**config.mk**
```make
export PLATFORM = sky130hd
export DESIGN_NAME = pcs_control_select
export DESIGN_NICKNAME = d
export VERILOG_FILES = /design/src/pcs_pkg.sv /design/src/pcs_control_select.sv
export SDC_FILE = /design/constraint.sdc
export NUM_CORES = 1
export LEC_CHECK = 0
export BUFFER_PORTS_ARGS = -buffer_cell sky130_fd_sc_hd__buf_2
export CORE_MARGIN = 1
export CORE_UTILIZATION = 50
export CTS_CLUSTER_SIZE = 20
export DETAILED_ROUTE_END_ITERATION = 12
export PLACE_DENSITY_LB_ADDON = 0.08
export SLEW_MARGIN = 20
export SYNTH_ARGS = -nofsm -noshare
export SYNTH_HDL_FRONTEND = slang
export SYNTH_SLANG_ARGS = --single-unit
```
**constraint.sdc**
```tcl
create_clock -name hclk -period 2.2 [get_ports hclk]
set_input_delay 0.44 -clock hclk [delete_from_list [all_inputs] [get_ports hclk]]
set_output_delay 0.44 -clock hclk [all_outputs]
set_load 0.03 [all_outputs]
```
**src/pcs_pkg.sv**
```systemverilog
/*
 Shared constants and types of the power-manager control front end:
 register offsets, field positions, reset values, timing counts and
 the packed carriers. Assumes a 250 MHz system clock.
*/
package pcs_pkg;

   // Clock and timing
   localparam int unsigned CLK_HZ          = 250_000_000;
   localparam int unsigned STAT_FREQ_HZ    = 35_000;
   localparam int unsigned PWM_PERIOD_CYC  = CLK_HZ / STAT_FREQ_HZ;
   localparam int unsigned REGULATOR_THREE_SETTLED_OUT_DELAY_MS   = 230;
   localparam int unsigned REGULATOR_THREE_SETTLED_OUT_DELAY_CYC  = REGULATOR_THREE_SETTLED_OUT_DELAY_MS * (CLK_HZ / 1000);
   localparam int unsigned BLINK_SLOW_PER  = 8192;
   localparam int unsigned BLINK_FAST_PER  = 2048;
   localparam int unsigned DUTY_DIV        = 8;

   // Counter and field widths
   localparam int unsigned PWM_W  = 13;
   localparam int unsigned BLK_W  = 14;
   localparam int unsigned RST_W  = 26;
   localparam int unsigned SP_W   = 4;
   localparam int unsigned MV_W   = 10;
   localparam int unsigned IRQ_W  = 4;

   // Register byte offsets
   localparam logic [7:0] OFS_CTRL     = 8'h00;
   localparam logic [7:0] OFS_SETP     = 8'h04;
   localparam logic [7:0] OFS_STAT     = 8'h08;
   localparam logic [7:0] OFS_IRQ_STAT = 8'h0C;
   localparam logic [7:0] OFS_IRQ_MASK = 8'h10;

   // Field positions
   localparam int unsigned CTRL_EN_LSB    = 0;
   localparam int unsigned CTRL_ILIM_LSB  = 3;
   localparam int unsigned CTRL_MODE_LSB  = 5;
   localparam int unsigned SETP_R2_LSB    = 0;
   localparam int unsigned SETP_R3_LSB    = 4;
   localparam int unsigned STAT_SETTLED   = 7;
   localparam int unsigned STAT_CHG_EN    = 8;
   localparam int unsigned STAT_PORT_LIVE = 9;
   localparam int unsigned IRQ_TEMP       = 0;
   localparam int unsigned IRQ_BADBAT     = 1;
   localparam int unsigned IRQ_SETTLED    = 2;
   localparam int unsigned IRQ_CHG_END    = 3;

   // Reset values
   localparam logic [2:0]       RST_EN     = 3'h0;
   localparam logic [1:0]       RST_ILIM   = 2'h0;
   localparam logic [1:0]       RST_MODE   = 2'h0;
   localparam logic [SP_W-1:0]  RST_SP     = 4'hF;
   localparam logic [IRQ_W-1:0] RST_MASK   = 4'h0;

   // Set-point scale in millivolts
   localparam logic [MV_W-1:0] FB_MIN_MV  = 10'h1A9;
   localparam logic [MV_W-1:0] FB_STEP_MV = 10'h019;
   localparam logic [SP_W-1:0] SP_FULL    = 4'hF;

   // Effective controls
   typedef struct packed {
      logic [2:0] en;
      logic [1:0] ilim;
      logic [1:0] mode;
   } pcs_ctl_t;

   // Charger condition inputs
   typedef struct packed {
      logic request;
      logic active;
      logic unresponsive;
   } pcs_chg_in_t;

endpackage

```
**src/pcs_control_select.sv**
```systemverilog
/*
 Control front end of a power manager with three step-down regulators:
 merges logic pins with software bits, drives the charge-status and
 regulator-3 settled open-drain outputs, raises a masked interrupt.
 Assumes all inputs synchronous to hclk and one AHB-Lite master.
*/
// The AHB-Lite interface to the registers and the register offsets are this design's own decisions.
`timescale 1ns/1ns
`default_nettype none

module pcs_control_select
   import pcs_pkg::*;
#(
   parameter int unsigned PWM_PERIOD = PWM_PERIOD_CYC,
   parameter int unsigned REGULATOR_THREE_SETTLED_OUT_DELAY = REGULATOR_THREE_SETTLED_OUT_DELAY_CYC,
   parameter int unsigned BLINK_SLOW = BLINK_SLOW_PER,
   parameter int unsigned BLINK_FAST = BLINK_FAST_PER
) (
   // Clock and reset
   input  wire logic              hclk,
   input  wire logic              hresetn,
   // AHB-Lite slave
   input  wire logic              hsel,
   input  wire logic [31:0]       haddr,
   input  wire logic [1:0]        htrans,
   input  wire logic              hwrite,
   input  wire logic [2:0]        hsize,
   input  wire logic [31:0]       hwdata,
   input  wire logic              hready,
   output logic                   hreadyout,
   output logic [31:0]            hrdata,
   output logic                   hresp,
   // Logic pins
   input  wire logic              regulator_one_enable_pin,
   input  wire logic              regulator_two_enable_pin,
   input  wire logic              regulator_three_enable_pin,
   input  wire logic              current_limit_select_lo,
   input  wire logic              current_limit_select_hi,
   input  wire logic              serial_logic_supply,
   input  wire logic              scl_pin_level,
   input  wire logic              sda_pin_level,
   // Analog status
   input  wire logic              regulator_three_feedback_ok,
   input  wire logic              thermistor_input,
   input  wire pcs_chg_in_t       charger,
   // Controls to the analog core
   output pcs_ctl_t               ctl,
   output logic [MV_W-1:0]        regulator_two_feedback_mv,
   output logic [MV_W-1:0]        regulator_three_feedback_mv,
   output logic                   charge_enable,
   // Open-drain outputs
   output logic                   charge_status_out_o,
   output logic                   charge_status_out_oe,
   output logic                   regulator_three_settled_out_o,
   output logic                   regulator_three_settled_out_oe,
   // Interrupt
   output logic                   irq
);

   ////////////////////////////////////////////////////////////////////
   // Elaboration checks
   // Blink periods are powers of two so one counter bit sets the phase

   localparam int unsigned SLOW_BIT = $clog2(BLINK_SLOW);
   localparam int unsigned FAST_BIT = $clog2(BLINK_FAST);

   generate
      // Full period must fit the counter, or the high duty wraps to zero
      if (PWM_PERIOD < DUTY_DIV || PWM_PERIOD >= 2**PWM_W) begin : g_bad_pwm
         $error("PWM_PERIOD out of range");
      end
      if (REGULATOR_THREE_SETTLED_OUT_DELAY < 1 || REGULATOR_THREE_SETTLED_OUT_DELAY > 2**RST_W) begin : g_bad_rst
         $error("REGULATOR_THREE_SETTLED_OUT_DELAY out of range");
      end
      if (BLINK_SLOW < 1 || 2**SLOW_BIT != BLINK_SLOW || SLOW_BIT >= BLK_W)
      begin : g_bad_slow
         $error("BLINK_SLOW must be a power of two that fits");
      end
      if (BLINK_FAST < 1 || 2**FAST_BIT != BLINK_FAST || FAST_BIT >= BLK_W)
      begin : g_bad_fast
         $error("BLINK_FAST must be a power of two that fits");
      end
   endgenerate

   ////////////////////////////////////////////////////////////////////
   // State
   // One packed state; bus phase fields sit beside the control copy

   typedef struct packed {
      logic [2:0]        reg_en;
      logic [1:0]        reg_ilim;
      logic [1:0]        reg_mode;
      logic [SP_W-1:0]   sp2;
      logic [SP_W-1:0]   sp3;
      logic [IRQ_W-1:0]  irq_stat;
      logic [IRQ_W-1:0]  irq_mask;
      logic              ph_pend;
      logic              ph_write;
      logic              ph_hit;
      logic [7:0]        ph_addr;
      logic              hready;
      logic [31:0]       hrdata;
      logic              hresp;
      pcs_ctl_t          ctl;
      logic [MV_W-1:0]   sp2_mv;
      logic [MV_W-1:0]   sp3_mv;
      logic              chg_en;
      logic              chg_oe;
      logic              rst_oe;
      logic              irq;
      logic [PWM_W-1:0]  pwm_cnt;
      logic [BLK_W-1:0]  blk_cnt;
      logic [RST_W-1:0]  rst_cnt;
      logic              settled;
      logic              temp_q;
      logic              bad_q;
      logic              chg_q;
   } pcs_state_t;

   pcs_state_t s_q;
   pcs_state_t s_d;

   ////////////////////////////////////////////////////////////////////
   // Functions
   // Scale and duty arithmetic written once, used on several paths

   // Code to feedback millivolts
   function automatic logic [MV_W-1:0] sp_mv(input logic [SP_W-1:0] code);
      logic [MV_W-1:0] step;
      step = FB_STEP_MV * MV_W'(code);
      return FB_MIN_MV + step;
   endfunction

   // Cycles of pull-down per modulation period
   function automatic logic [PWM_W-1:0] duty_on(input logic high);
      logic [PWM_W-1:0] lo;
      lo = PWM_W'(PWM_PERIOD / DUTY_DIV);
      return high ? PWM_W'(PWM_PERIOD) - lo : lo;
   endfunction

   ////////////////////////////////////////////////////////////////////
   // Next state
   // Inputs are synchronous to hclk, so no synchronisers stand here

   logic              live;
   logic [SP_W-1:0]   sp2_code;
   logic [SP_W-1:0]   sp3_code;
   logic [IRQ_W-1:0]  clr;
   logic [IRQ_W-1:0]  ev;
   logic              temp_now;
   logic              bad_now;
   logic              chg_now;
   logic              pwm_wrap;
   logic              fast_ph;
   logic              slow_ph;
   logic [31:0]       stat_word;

   always_comb begin
      s_d      = s_q;
      clr      = '0;
      live     = serial_logic_supply;
      sp2_code = live ? s_q.sp2 : SP_FULL;
      sp3_code = live ? s_q.sp3 : SP_FULL;

      // Software bits count only while the port has its supply
      s_d.ctl.en = {regulator_three_enable_pin, regulator_two_enable_pin,
                    regulator_one_enable_pin}
                   | (live ? s_q.reg_en : 3'h0);
      s_d.ctl.ilim = {current_limit_select_hi, current_limit_select_lo}
                     | (live ? s_q.reg_ilim : 2'h0);
      s_d.ctl.mode = live ? s_q.reg_mode
                          : {sda_pin_level, scl_pin_level};
      // Regulator one has no code; its set-point is fixed in the core
      s_d.sp2_mv = sp_mv(sp2_code);
      s_d.sp3_mv = sp_mv(sp3_code);

      // Status word seen by software
      stat_word = '0;
      stat_word[CTRL_EN_LSB +: 3]   = s_q.ctl.en;
      stat_word[CTRL_ILIM_LSB +: 2] = s_q.ctl.ilim;
      stat_word[CTRL_MODE_LSB +: 2] = s_q.ctl.mode;
      stat_word[STAT_SETTLED]       = s_q.settled;
      stat_word[STAT_CHG_EN]        = s_q.chg_en;
      stat_word[STAT_PORT_LIVE]     = live;

      // Bus: address phase, then one wait cycle that does the access
      // A new address phase during that wait is held off by hready low
      if (s_q.ph_pend) begin
         s_d.ph_pend = 1'b0;
         s_d.hready  = 1'b1;
         s_d.hrdata  = '0;
         if (s_q.ph_hit && s_q.ph_write) begin
            case (s_q.ph_addr)
               OFS_CTRL: begin
                  s_d.reg_en   = hwdata[CTRL_EN_LSB +: 3];
                  s_d.reg_ilim = hwdata[CTRL_ILIM_LSB +: 2];
                  s_d.reg_mode = hwdata[CTRL_MODE_LSB +: 2];
               end
               OFS_SETP: begin
                  s_d.sp2 = hwdata[SETP_R2_LSB +: SP_W];
                  s_d.sp3 = hwdata[SETP_R3_LSB +: SP_W];
               end
               OFS_IRQ_STAT: clr = hwdata[IRQ_W-1:0];
               OFS_IRQ_MASK: s_d.irq_mask = hwdata[IRQ_W-1:0];
               default: ;
            endcase
         end else if (s_q.ph_hit) begin
            case (s_q.ph_addr)
               OFS_CTRL: begin
                  s_d.hrdata[CTRL_EN_LSB +: 3]   = s_q.reg_en;
                  s_d.hrdata[CTRL_ILIM_LSB +: 2] = s_q.reg_ilim;
                  s_d.hrdata[CTRL_MODE_LSB +: 2] = s_q.reg_mode;
               end
               OFS_SETP: begin
                  s_d.hrdata[SETP_R2_LSB +: SP_W] = s_q.sp2;
                  s_d.hrdata[SETP_R3_LSB +: SP_W] = s_q.sp3;
               end
               OFS_STAT:     s_d.hrdata = stat_word;
               OFS_IRQ_STAT: s_d.hrdata[IRQ_W-1:0] = s_q.irq_stat;
               OFS_IRQ_MASK: s_d.hrdata[IRQ_W-1:0] = s_q.irq_mask;
               default: ;
            endcase
         end
      end else if (hsel && htrans[1] && hready) begin
         s_d.ph_pend  = 1'b1;
         s_d.hready   = 1'b0;
         s_d.ph_write = hwrite;
         s_d.ph_addr  = haddr[7:0];
         // Only aligned words in the low page are mapped
         s_d.ph_hit   = (haddr[31:8] == 24'h000000) && (haddr[1:0] == 2'h0)
                        && (hsize == 3'h2);
      end

      // Charging pauses on bad temperature
      // Temperature wins over the charger request in every cycle
      temp_now   = thermistor_input;
      bad_now    = charger.unresponsive;
      chg_now    = charger.active && !temp_now;
      s_d.chg_en = charger.request && !temp_now;

      // Modulation timebase
      // Free-running, so a fault may start anywhere in the pattern
      pwm_wrap    = (s_q.pwm_cnt == PWM_W'(PWM_PERIOD - 1));
      s_d.pwm_cnt = pwm_wrap ? '0 : s_q.pwm_cnt + 1'b1;
      if (pwm_wrap) begin
         s_d.blk_cnt = s_q.blk_cnt + 1'b1;
      end
      fast_ph = s_q.blk_cnt[FAST_BIT];
      slow_ph = s_q.blk_cnt[SLOW_BIT];

      // Temperature fault outranks unresponsive battery
      if (temp_now) begin
         s_d.chg_oe = s_q.pwm_cnt < duty_on(fast_ph);
      end else if (bad_now) begin
         s_d.chg_oe = s_q.pwm_cnt < duty_on(slow_ph);
      end else begin
         s_d.chg_oe = chg_now;
      end

      // Settle timer restarts whenever regulator three drops out
      // It stops at its terminal count and cannot wrap into a false release
      if (s_q.ctl.en[2] && regulator_three_feedback_ok) begin
         if (s_q.rst_cnt == RST_W'(REGULATOR_THREE_SETTLED_OUT_DELAY - 1)) begin
            s_d.settled = 1'b1;
         end else begin
            s_d.rst_cnt = s_q.rst_cnt + 1'b1;
         end
      end else begin
         s_d.rst_cnt = '0;
         s_d.settled = 1'b0;
      end
      s_d.rst_oe = !s_d.settled;

      // Events; a set in the clear cycle wins
      // Edge detectors reset low, the idle level of each condition
      s_d.temp_q = temp_now;
      s_d.bad_q  = bad_now;
      s_d.chg_q  = chg_now;
      ev = '0;
      ev[IRQ_TEMP]    = temp_now && !s_q.temp_q;
      ev[IRQ_BADBAT]  = bad_now && !s_q.bad_q;
      ev[IRQ_SETTLED] = s_d.settled && !s_q.settled;
      ev[IRQ_CHG_END] = !chg_now && s_q.chg_q;
      s_d.irq_stat = (s_q.irq_stat & ~clr) | ev;
      s_d.irq      = |(s_d.irq_stat & s_d.irq_mask);
      s_d.hresp    = 1'b0;
   end

   ////////////////////////////////////////////////////////////////////
   // Registers
   // Reset loads constants only; unlisted fields clear to zero

   always_ff @(posedge hclk or negedge hresetn) begin
      if (!hresetn) begin
         s_q          <= '0;
         s_q.reg_en   <= RST_EN;
         s_q.reg_ilim <= RST_ILIM;
         s_q.reg_mode <= RST_MODE;
         s_q.sp2      <= RST_SP;
         s_q.sp3      <= RST_SP;
         s_q.irq_mask <= RST_MASK;
         s_q.hready   <= 1'b1;
         s_q.rst_oe   <= 1'b1;
      end else begin
         s_q <= s_d;
      end
   end

   ////////////////////////////////////////////////////////////////////
   // Outputs
   // Every output is a field of the registered state

   assign hreadyout                      = s_q.hready;
   assign hrdata                         = s_q.hrdata;
   assign hresp                          = s_q.hresp;
   assign ctl                            = s_q.ctl;
   assign regulator_two_feedback_mv      = s_q.sp2_mv;
   assign regulator_three_feedback_mv    = s_q.sp3_mv;
   assign charge_enable                  = s_q.chg_en;
   // Open-drain: the data bit is a constant low
   // Shares the always-zero response flop rather than adding two more
   assign charge_status_out_o            = s_q.hresp;
   assign charge_status_out_oe           = s_q.chg_oe;
   assign regulator_three_settled_out_o  = s_q.hresp;
   assign regulator_three_settled_out_oe = s_q.rst_oe;
   assign irq                            = s_q.irq;

endmodule // pcs_control_select

`default_nettype wire

```
; Word level (Yosys, flattened, before mapping)
; Index checks and enable logic that the tools add are counted.
[op_classes]
addsub = 5
mul = 2
div_mod_pow = 0
order_cmp = 2
eq_ne = 8
shifts = 0
n_mux = 28
bitwise_logic = 7
reduce_logical = 26
[ops]
columns = op, n
row1 = $mux 13, 3
row2 = $mux 4, 8
row3 = $mux 27, 1
row4 = $add 26x1->26 const B, 1
row5 = $eq 26x26->1 const B, 1
row6 = $lt 13x13->1, 2
row7 = $mux 26, 1
row8 = $logic_not 24->1, 1
row9 = $add 9x9->10 const A, 2
row10 = $mux 10, 2
row11 = $pmux 4 s5, 1
row12 = $mul 5x4->9 const A, 2
row13 = $eq 8x4->1 const B, 2
row14 = $add 14x1->14 const B, 1
row15 = $add 13x1->13 const B, 1
row16 = $eq 13x13->1 const B, 1
row17 = $logic_and 1x1->1, 12
row18 = $mux 12, 1
row19 = $pmux 3 s3, 1
row20 = $and 4x4->4, 2
row21 = $eq 8x3->1 const B, 1
row22 = $eq 8x5->1 const B, 1
row23 = $logic_not 8->1, 1
row24 = $logic_not 1->1, 6
row25 = other kinds (16), 23
[totals]
reg_bits = 155
latch_bits = 0
ramBits = 0
romBits = 0
inputBits = 87
out_inout_bits = 67
elab_cells = 107
mem_count = 0

; Logic depth before layout (Yosys ltp)
; Gate-level depths: netlist (run 1).
[logic_depth]
word_depth = 9
ltp_mapped = 11

; Least setup slack after synthesis (run 1)
; Ideal clock, no wire load.
[synth_timing]
path_type = input port to flip-flop
start = input port serial_logic_supply
end = register s_q (netlist bit regulator_three_feedback_mv[9])
arrival_ps = 2322
required_time_ps = 2120
setup_slack_ps = -202
stages = 10
path_buffers = 1
path_cell_list = clkbuf_1 nand2b_1 inv_1 fa_1 inv_1 ha_1 a31oi_1 o21bai_1 a21oi_1 xnor2_1
[synth_lines]
columns = item, line_no
row1 = from (decl), pcs_control_select.sv:39  ; input wire logic serial_logic_supply,
row2 = to (decl), pcs_control_select.sv:120  ; pcs_state_t s_q;

==> metrics.cfg, run 1 <==
[status]
outcome=completed

[finish]
n_antenna_cell=0
drive_gt1_share_pct=29.00
fin_nets=921
area_growth_syn_to_layout_pct=20.37
n_fill_cell=1136

[setup_path]
worstRegToRegCells=9
crit_type=reg2reg
r2r_start=s_q[148]
rr_endpoint=regulator_two_feedback_mv[7]
crit_path_start_kind=flop
end_kind=flop
crit_required_ns=2.54
r2r_slack_ns=0.002
crit_fanout=3
worstPathArrival_ns=2.54

[power]
total_power_mw=6.489
max-vdd-ir-drop_uv=476.9
p_leak_nw=3.970
cellPowerDensity_nw_per_um2=771.0

[detailed_routing]
dr_total_vias=5133
topRoutingLayerUsed=met4
wl_per_cell_um=14.98
first_iter_violations=270
vias_per_cell=5.222
antenna_left=0
wl_met1_um=6495
wirelength_um=14730
dr.pass1.iters=5
met2_wirelength_um=7239
wl_met3_um=661
post-route-drc-count=0

[floorplanning]
die_w_um=120.3
start_util_pct=51.97
num_rows=42
dieHeight_um=120.3
io_pins=154
core_um2=13450
die-area_um2=14460

[sta]
report.final.slew_viol_count=0
period_share_pct=99.89
hold_viol_final=0
finalHoldWorstSlack_ns=0.1699
fin_crit_ns=2.198
fmax_mhz=455.1
setup_violations=0
tns_ns=0
grt_setup_unrepaired=yes
finClkSkew_ns=0.006261
worst_slack_ns=0.002454

[yosys]
synth_compound_area_share_pct=7.856
yosys.area.top_type_share_pct=44.02
synth_cells=678
seq_area_frac_synth_pct=47.78
netlist_area_um2=6992
synth-seq-cells=133
synthArstFlopShare_pct=100.0
yosys_warnings=0
synth_top_area_cell=dfrtp_1
synth_top_family_by_area=simple AND/OR/NAND/NOR gates
synth_edf_count=0
synth_adder_area_share_pct=7.373
synth_area_per_cell_um2=10.31
synth.most_common_cell=dfrtp_1
synthTopCellsByCount=123 x dfrtp_1, 63 x nand2_1, 62 x buf_4
netlist_top_cells_area=dfrtp_1 44%, ha_1 6.8%, buf_4 6.7%
synth.distinct_cells=52
synth_simple_gate_area_share_pct=16.59
ys.flop_type=dfrtp_1
synthXorXnorAreaFrac_pct=7.391
muxShareOfSynthArea_pct=3.651

[clocking]
clock_sinks=133
insertion_delay_ns=0.42
clockBufferDepth=2
cts-root-buf=clkbuf_16
clk_pin_slew_ns=0.06
cts_buffers=17
cts_tree=yes
htreeDepth=4

[placed_design]
dp_slack_ns=-0.2135
dp_hpwl_um=10730
io_buffers=103
gp_congestion=0.8627

[min_path]
min_from=charger[0]
hold_path_end=s_q[1]
holdCritPathClass=in2reg
min_path_cells=1

[job]
cap_violations=0

[grt]
grt_pass1_vias=5194
grt_overflow=0
grt_antenna_before_repair=0
grt_start_max_net_pins=38
track_usage_pct=21.94
grt_first_pass_wirelength_um=24380

==> per-layer routing <==
| layer | up-vias | GRT usage, % |
|---|---|---|
| met3 | 30 | 5.425 |
| li1 | 2489 | - |
| met4 | 0 | 10.57 |
| met5 | - | 0 |
| met2 | 146 | 35.56 |
| met1 | 2468 | 27.48 |
==> worst max path at each step <==
stage	from	end	slack, ns	cells after the start
final	s_q[148]	regulator_two_feedback_mv[7]	0.002	9
after detailed placement	serial_logic_supply	regulator_two_feedback_mv[9]	-0.21	10
after CTS	s_q[148]	regulator_two_feedback_mv[8]	-0.05	9
after global placement	serial_logic_supply	regulator_two_feedback_mv[9]	-0.09	10
after floorplan	s_q[145]	regulator_two_feedback_mv[9]	0.006	9
after global routing	s_q[142]	regulator_three_feedback_mv[8]	-0.12	9
==> critical path, cell delays in order, from the launching register on <==
cell      delay [ns]
dfstp_2         0.55
nand2b_4        0.14
inv_4           0.04
fa_1            0.54
inv_2           0.05
ha_4            0.28
a31oi_4         0.09
o21bai_2        0.17
buf_4           0.14
xor2_1          0.13
==> cell families (layout without fill, tap and decap cells) <==
logic type / count (synthesis) / count (layout)
flip-flops: 133 / 133
XOR/XNOR: 59 / 59
buffers and inverters: 111 / 216
AO/OA/AOI/OAI: 88 / 88
other: 1 / 25
multiplexers: 23 / 23
adder cells (fa/ha/maj): 40 / 40
AND/OR/NAND/NOR: 223 / 223
==> sequential cells by signal (all words and copies together), names as in the netlist <==
name,flops
hreadyout,1
hrdata,10
s_q,90
regulator_three_feedback_mv,10
regulator_three_settled_out_oe,1
regulator_two_feedback_mv,10
charge_status_out_oe,1
irq,1
fast_ph,1
ctl,7
charge_enable,1
==> what timing repair did <==
action | CTS | global route
endpoints found under the setup margin | 5 | 6
endpoints found under the hold margin | 26 | 0
buffers inserted | 4 | 0
pin swaps | 14 | 6
hold buffers | 1 | 0
gates resized for setup | 11 | 7
==> area by class of cell <==
class                   count  area (um2)  share of cell area, %
clock buffers              24       481.7                  5.724
inverters                  36       137.6                  1.635
well taps                 176       220.2                  2.617
clock inverters             8       122.6                  1.457
repair buffers            148       883.3                  10.50
flip-flops and latches    133        3341                  39.70
multi-input cells         458        3229                  38.37
==> placed cells by master (no fill, tap or decap), types with 3 or more instances in the layout <==
cell / netlist / final
a21o_1: 6 / 6
a21oi_1: 23 / 20
a21oi_2: 0 / 3
a22oi_1: 5 / 5
and2_1: 5 / 5
and3_1: 9 / 9
and4_1: 5 / 5
buf_2: 1 / 102
buf_4: 62 / 43
bufinv_16: 0 / 3
clkbuf_1: 12 / 4
clkbuf_16: 0 / 17
clkbuf_8: 0 / 3
clkinvlp_4: 0 / 3
conb_1: 1 / 25
dfrtp_1: 123 / 123
dfstp_2: 10 / 10
ha_1: 38 / 35
ha_4: 0 / 3
inv_1: 36 / 31
inv_2: 0 / 4
mux2_2: 20 / 20
mux2i_1: 3 / 3
nand2_1: 63 / 63
nand2b_1: 11 / 7
nand2b_4: 0 / 4
nand3_1: 19 / 19
nand4_1: 21 / 21
nand4b_1: 5 / 5
nor2_1: 45 / 45
nor2b_1: 7 / 6
nor3_1: 9 / 9
nor4_1: 12 / 12
o21ai_0: 21 / 21
o22ai_1: 10 / 10
o31ai_1: 3 / 3
or3_1: 3 / 3
xnor2_1: 45 / 45
xor2_1: 14 / 14
==> power by group <==
group / switching [mW] / total [mW] / internal, mW / leakage [nW]
Clock: 1.02 / 2.89 / 1.87 / 0.286
Sequential: 0.0633 / 2.64 / 2.58 / 1.67
Combinational: 0.586 / 0.960 / 0.373 / 2.02
==> per-stage QoR <==
stage | cells | util (%) | cell area (um2)
global placement | 946 | 57.16 | 7690
floorplan | 702 | - | 7152
detailed placement | 946 | 57.16 | 7690
CTS | 983 | 62.30 | 8382
finish | 983 | 62.56 | 8416
global route | 983 | 62.56 | 8416
(Power assumes the default switching activity.)
==> inputs of run 2 (changes only) <==
--- a/config.mk
+++ b/config.mk
@@ -11,6 +11,7 @@
 export CTS_CLUSTER_SIZE = 20
 export DETAILED_ROUTE_END_ITERATION = 12
 export PLACE_DENSITY_LB_ADDON = 0.08
+export SETUP_SLACK_MARGIN = 0.05
 export SLEW_MARGIN = 20
 export SYNTH_ARGS = -nofsm -noshare
 export SYNTH_HDL_FRONTEND = slang
==> run 2 against run 1 <==
Net effect: the flow now finishes with violations (setup timing); combinational power about the same; sequential power about the same; setup slack got worse by 0.0062 ns; register-to-register slack about the same; non-clock buffer count increased by 2; total power decreased by 6.1%; global-route usage increased by 0.38 points; critical path depth unchanged; first-iteration DRC count decreased by 14%; core utilization decreased by 0.30 points; clock-buffer cell count increased by 3; critical path type unchanged; largest cell class unchanged.
==> metrics.cfg, run 2 (same netlist as run 1, synthesis figures left out) <==
[grt]
track_usage_pct=22.32  ; was 21.94%
grt_antenna_before_repair=0  ; unchanged
grt_start_max_net_pins=48  ; was 38
grt_overflow=0  ; unchanged
grt_first_pass_wirelength_um=25100  ; was 24380 um
grt_pass1_vias=5321  ; was 5194

[min_path]
holdCritPathClass=in2reg  ; unchanged
min_from=charger[0]  ; unchanged
hold_path_end=s_q[1]  ; unchanged
min_path_cells=1  ; unchanged

[placed_design]
dp_slack_ns=-0.1963  ; was -0.2135 ns
gp_congestion=0.8698  ; was 0.8627
io_buffers=103  ; unchanged
dpl_cell_area_um2=7741  ; was 7690 um2
dp_hpwl_um=10820  ; was 10730 um

[setup_path]
r2r_start=s_q[142]  ; was s_q[148]
end_kind=flop  ; unchanged
crit_fanout=3  ; unchanged
crit_path_start_kind=flop  ; unchanged
r2r_slack_ns=-0.004  ; was 0.002 ns
worstPathArrival_ns=2.50  ; was 2.54 ns
crit_type=reg2reg  ; unchanged
worstRegToRegCells=9  ; unchanged
crit_required_ns=2.50  ; was 2.54 ns
rr_endpoint=regulator_three_feedback_mv[7]  ; was regulator_two_feedback_mv[7]

[sta]
setup_violations=1  ; was 0
worst_slew_pin_slew_ns=0.5054
period_share_pct=100.2  ; was 99.89%
grt_setup_unrepaired=yes  ; unchanged
finClkSkew_ns=0.009381  ; was 0.006261 ns
report.final.slew_viol_count=0  ; unchanged
hold_viol_final=0  ; unchanged
max-slew-margin-rel_pct=66.31
fin_crit_ns=2.204  ; was 2.198 ns
fmax_mhz=453.8  ; was 455.1 MHz
worst_slack_ns=-0.003756  ; was 0.002454 ns

[floorplanning]
io_pins=154  ; unchanged
start_util_pct=51.97  ; unchanged
core_um2=13450  ; unchanged
die-area_um2=14460  ; unchanged
num_rows=42  ; unchanged
die_w_um=120.3  ; unchanged
dieHeight_um=120.3  ; unchanged

[finish]
fin_util_pct=62.26  ; was 62.56%
n_fill_cell=1117  ; was 1136
layout_commonest_cell=dfrtp_1  ; unchanged
final_cell_mix=123 x dfrtp_1, 102 x buf_2, 62 x nand2_1  ; was 123 x dfrtp_1, 102 x buf_2, 63 x nand2_1
largest_register_ffs=90  ; unchanged
n_antenna_cell=0  ; unchanged
regMostFlops=s_q  ; unchanged
finalInstanceArea_um2=8376  ; was 8416 um2
area_growth_syn_to_layout_pct=19.79  ; was 20.37%
drive_gt1_share_pct=28.92  ; was 29.00%
fin_nets=923  ; was 921

[status]
outcome=finished, violations left  ; was completed
violations=setup timing

[detailed_routing]
wl_per_cell_um=14.97  ; was 14.98 um
dr_total_vias=5113  ; was 5133
first_iter_violations=231  ; was 270
dr.pass1.iters=4  ; was 5
antenna_left=0  ; unchanged
wirelength_um=14750  ; was 14730 um
vias_per_cell=5.191  ; was 5.222
post-route-drc-count=0  ; unchanged

[power]
max-vdd-ir-drop_uv=527.1  ; was 476.9 uV
cellPowerDensity_nw_per_um2=727.3  ; was 771.0 nW/um2
p_leak_nw=3.978  ; was 3.970 nW

[clocking]
clockBufferDepth=2  ; unchanged
cts-root-buf=clkbuf_16  ; unchanged
cts_buffers=17  ; unchanged
insertion_delay_ns=0.41  ; was 0.42 ns
cts_tree=yes  ; unchanged
clk_pin_slew_ns=0.05  ; was 0.06 ns
clock_sinks=133  ; unchanged
htreeDepth=4  ; unchanged

[job]
cap_violations=0  ; unchanged

==> run 2: worst max-delay path by stage <==
stage                                    from                             end  slack (ns)  cells past startpoint
after floorplan                      s_q[141]  regulator_three_feedback_mv[9]        0.05                      9
after global placement    serial_logic_supply    regulator_two_feedback_mv[8]       -0.13                     11
after detailed placement  serial_logic_supply  regulator_three_feedback_mv[8]       -0.20                     11
after CTS                            s_q[148]    regulator_two_feedback_mv[7]       -0.05                      9
after global routing                 s_q[148]    regulator_two_feedback_mv[9]       -0.09                      9
final                                s_q[142]  regulator_three_feedback_mv[7]      -0.004                      9
==> run 2: metrics by stage <==
step                hold slack (ns)  power [mW]  cells   TNS [ns]
floorplan                    0.1444       3.375    702          0
global placement             0.4404       3.592    946    -0.8191
detailed placement           0.4429       3.615    946     -1.075
CTS                          0.1617       6.154    985    -0.1321
global route                 0.1579       6.376    985    -0.4885
finish                       0.1796       6.092    985  -0.003756
==> run 2: worst max-delay path, cell delays in order (launching register included) <==
cell,delay (ns)
dfstp_2,0.53
nand2b_4,0.12
inv_2,0.04
fa_1,0.55
inv_2,0.05
ha_4,0.26
a31oi_4,0.17
o21bai_1,0.11
buf_4,0.14
xor2_1,0.13
==> run 2: layer usage <==
layer	wire, um	track usage (%)
met5	0	0
met4	206	8.333
met3	523	4.906
met2	7687	38.29
met1	6329	27.52
==> run 2: power breakdown <==
part	internal, mW	switching [mW]	leakage, nW
clock network	1.52	0.969	0.255
registers	2.58	0.0645	1.67
logic	0.381	0.580	2.06
==> run 2: final cells by class <==
class / count / area (um2) / area share (%)
tap: 176 / 220.2 / 2.629
timing repair buffer: 150 / 914.6 / 10.92
sequential: 133 / 3341 / 39.89
clock buffer: 27 / 493.0 / 5.886
clock inverter: 5 / 27.53 / 0.3287
inverter: 36 / 137.6 / 1.643
multi-input combinational: 458 / 3242 / 38.71
==> run 2: timing repair <==
item | CTS | global route
hold buffers | 1 | 0
pin swaps | 9 | 4
endpoints found under the hold margin | 3 | 0
endpoints found under the setup margin | 7 | 14
buffers inserted | 6 | 1
gates resized for setup | 6 | 9
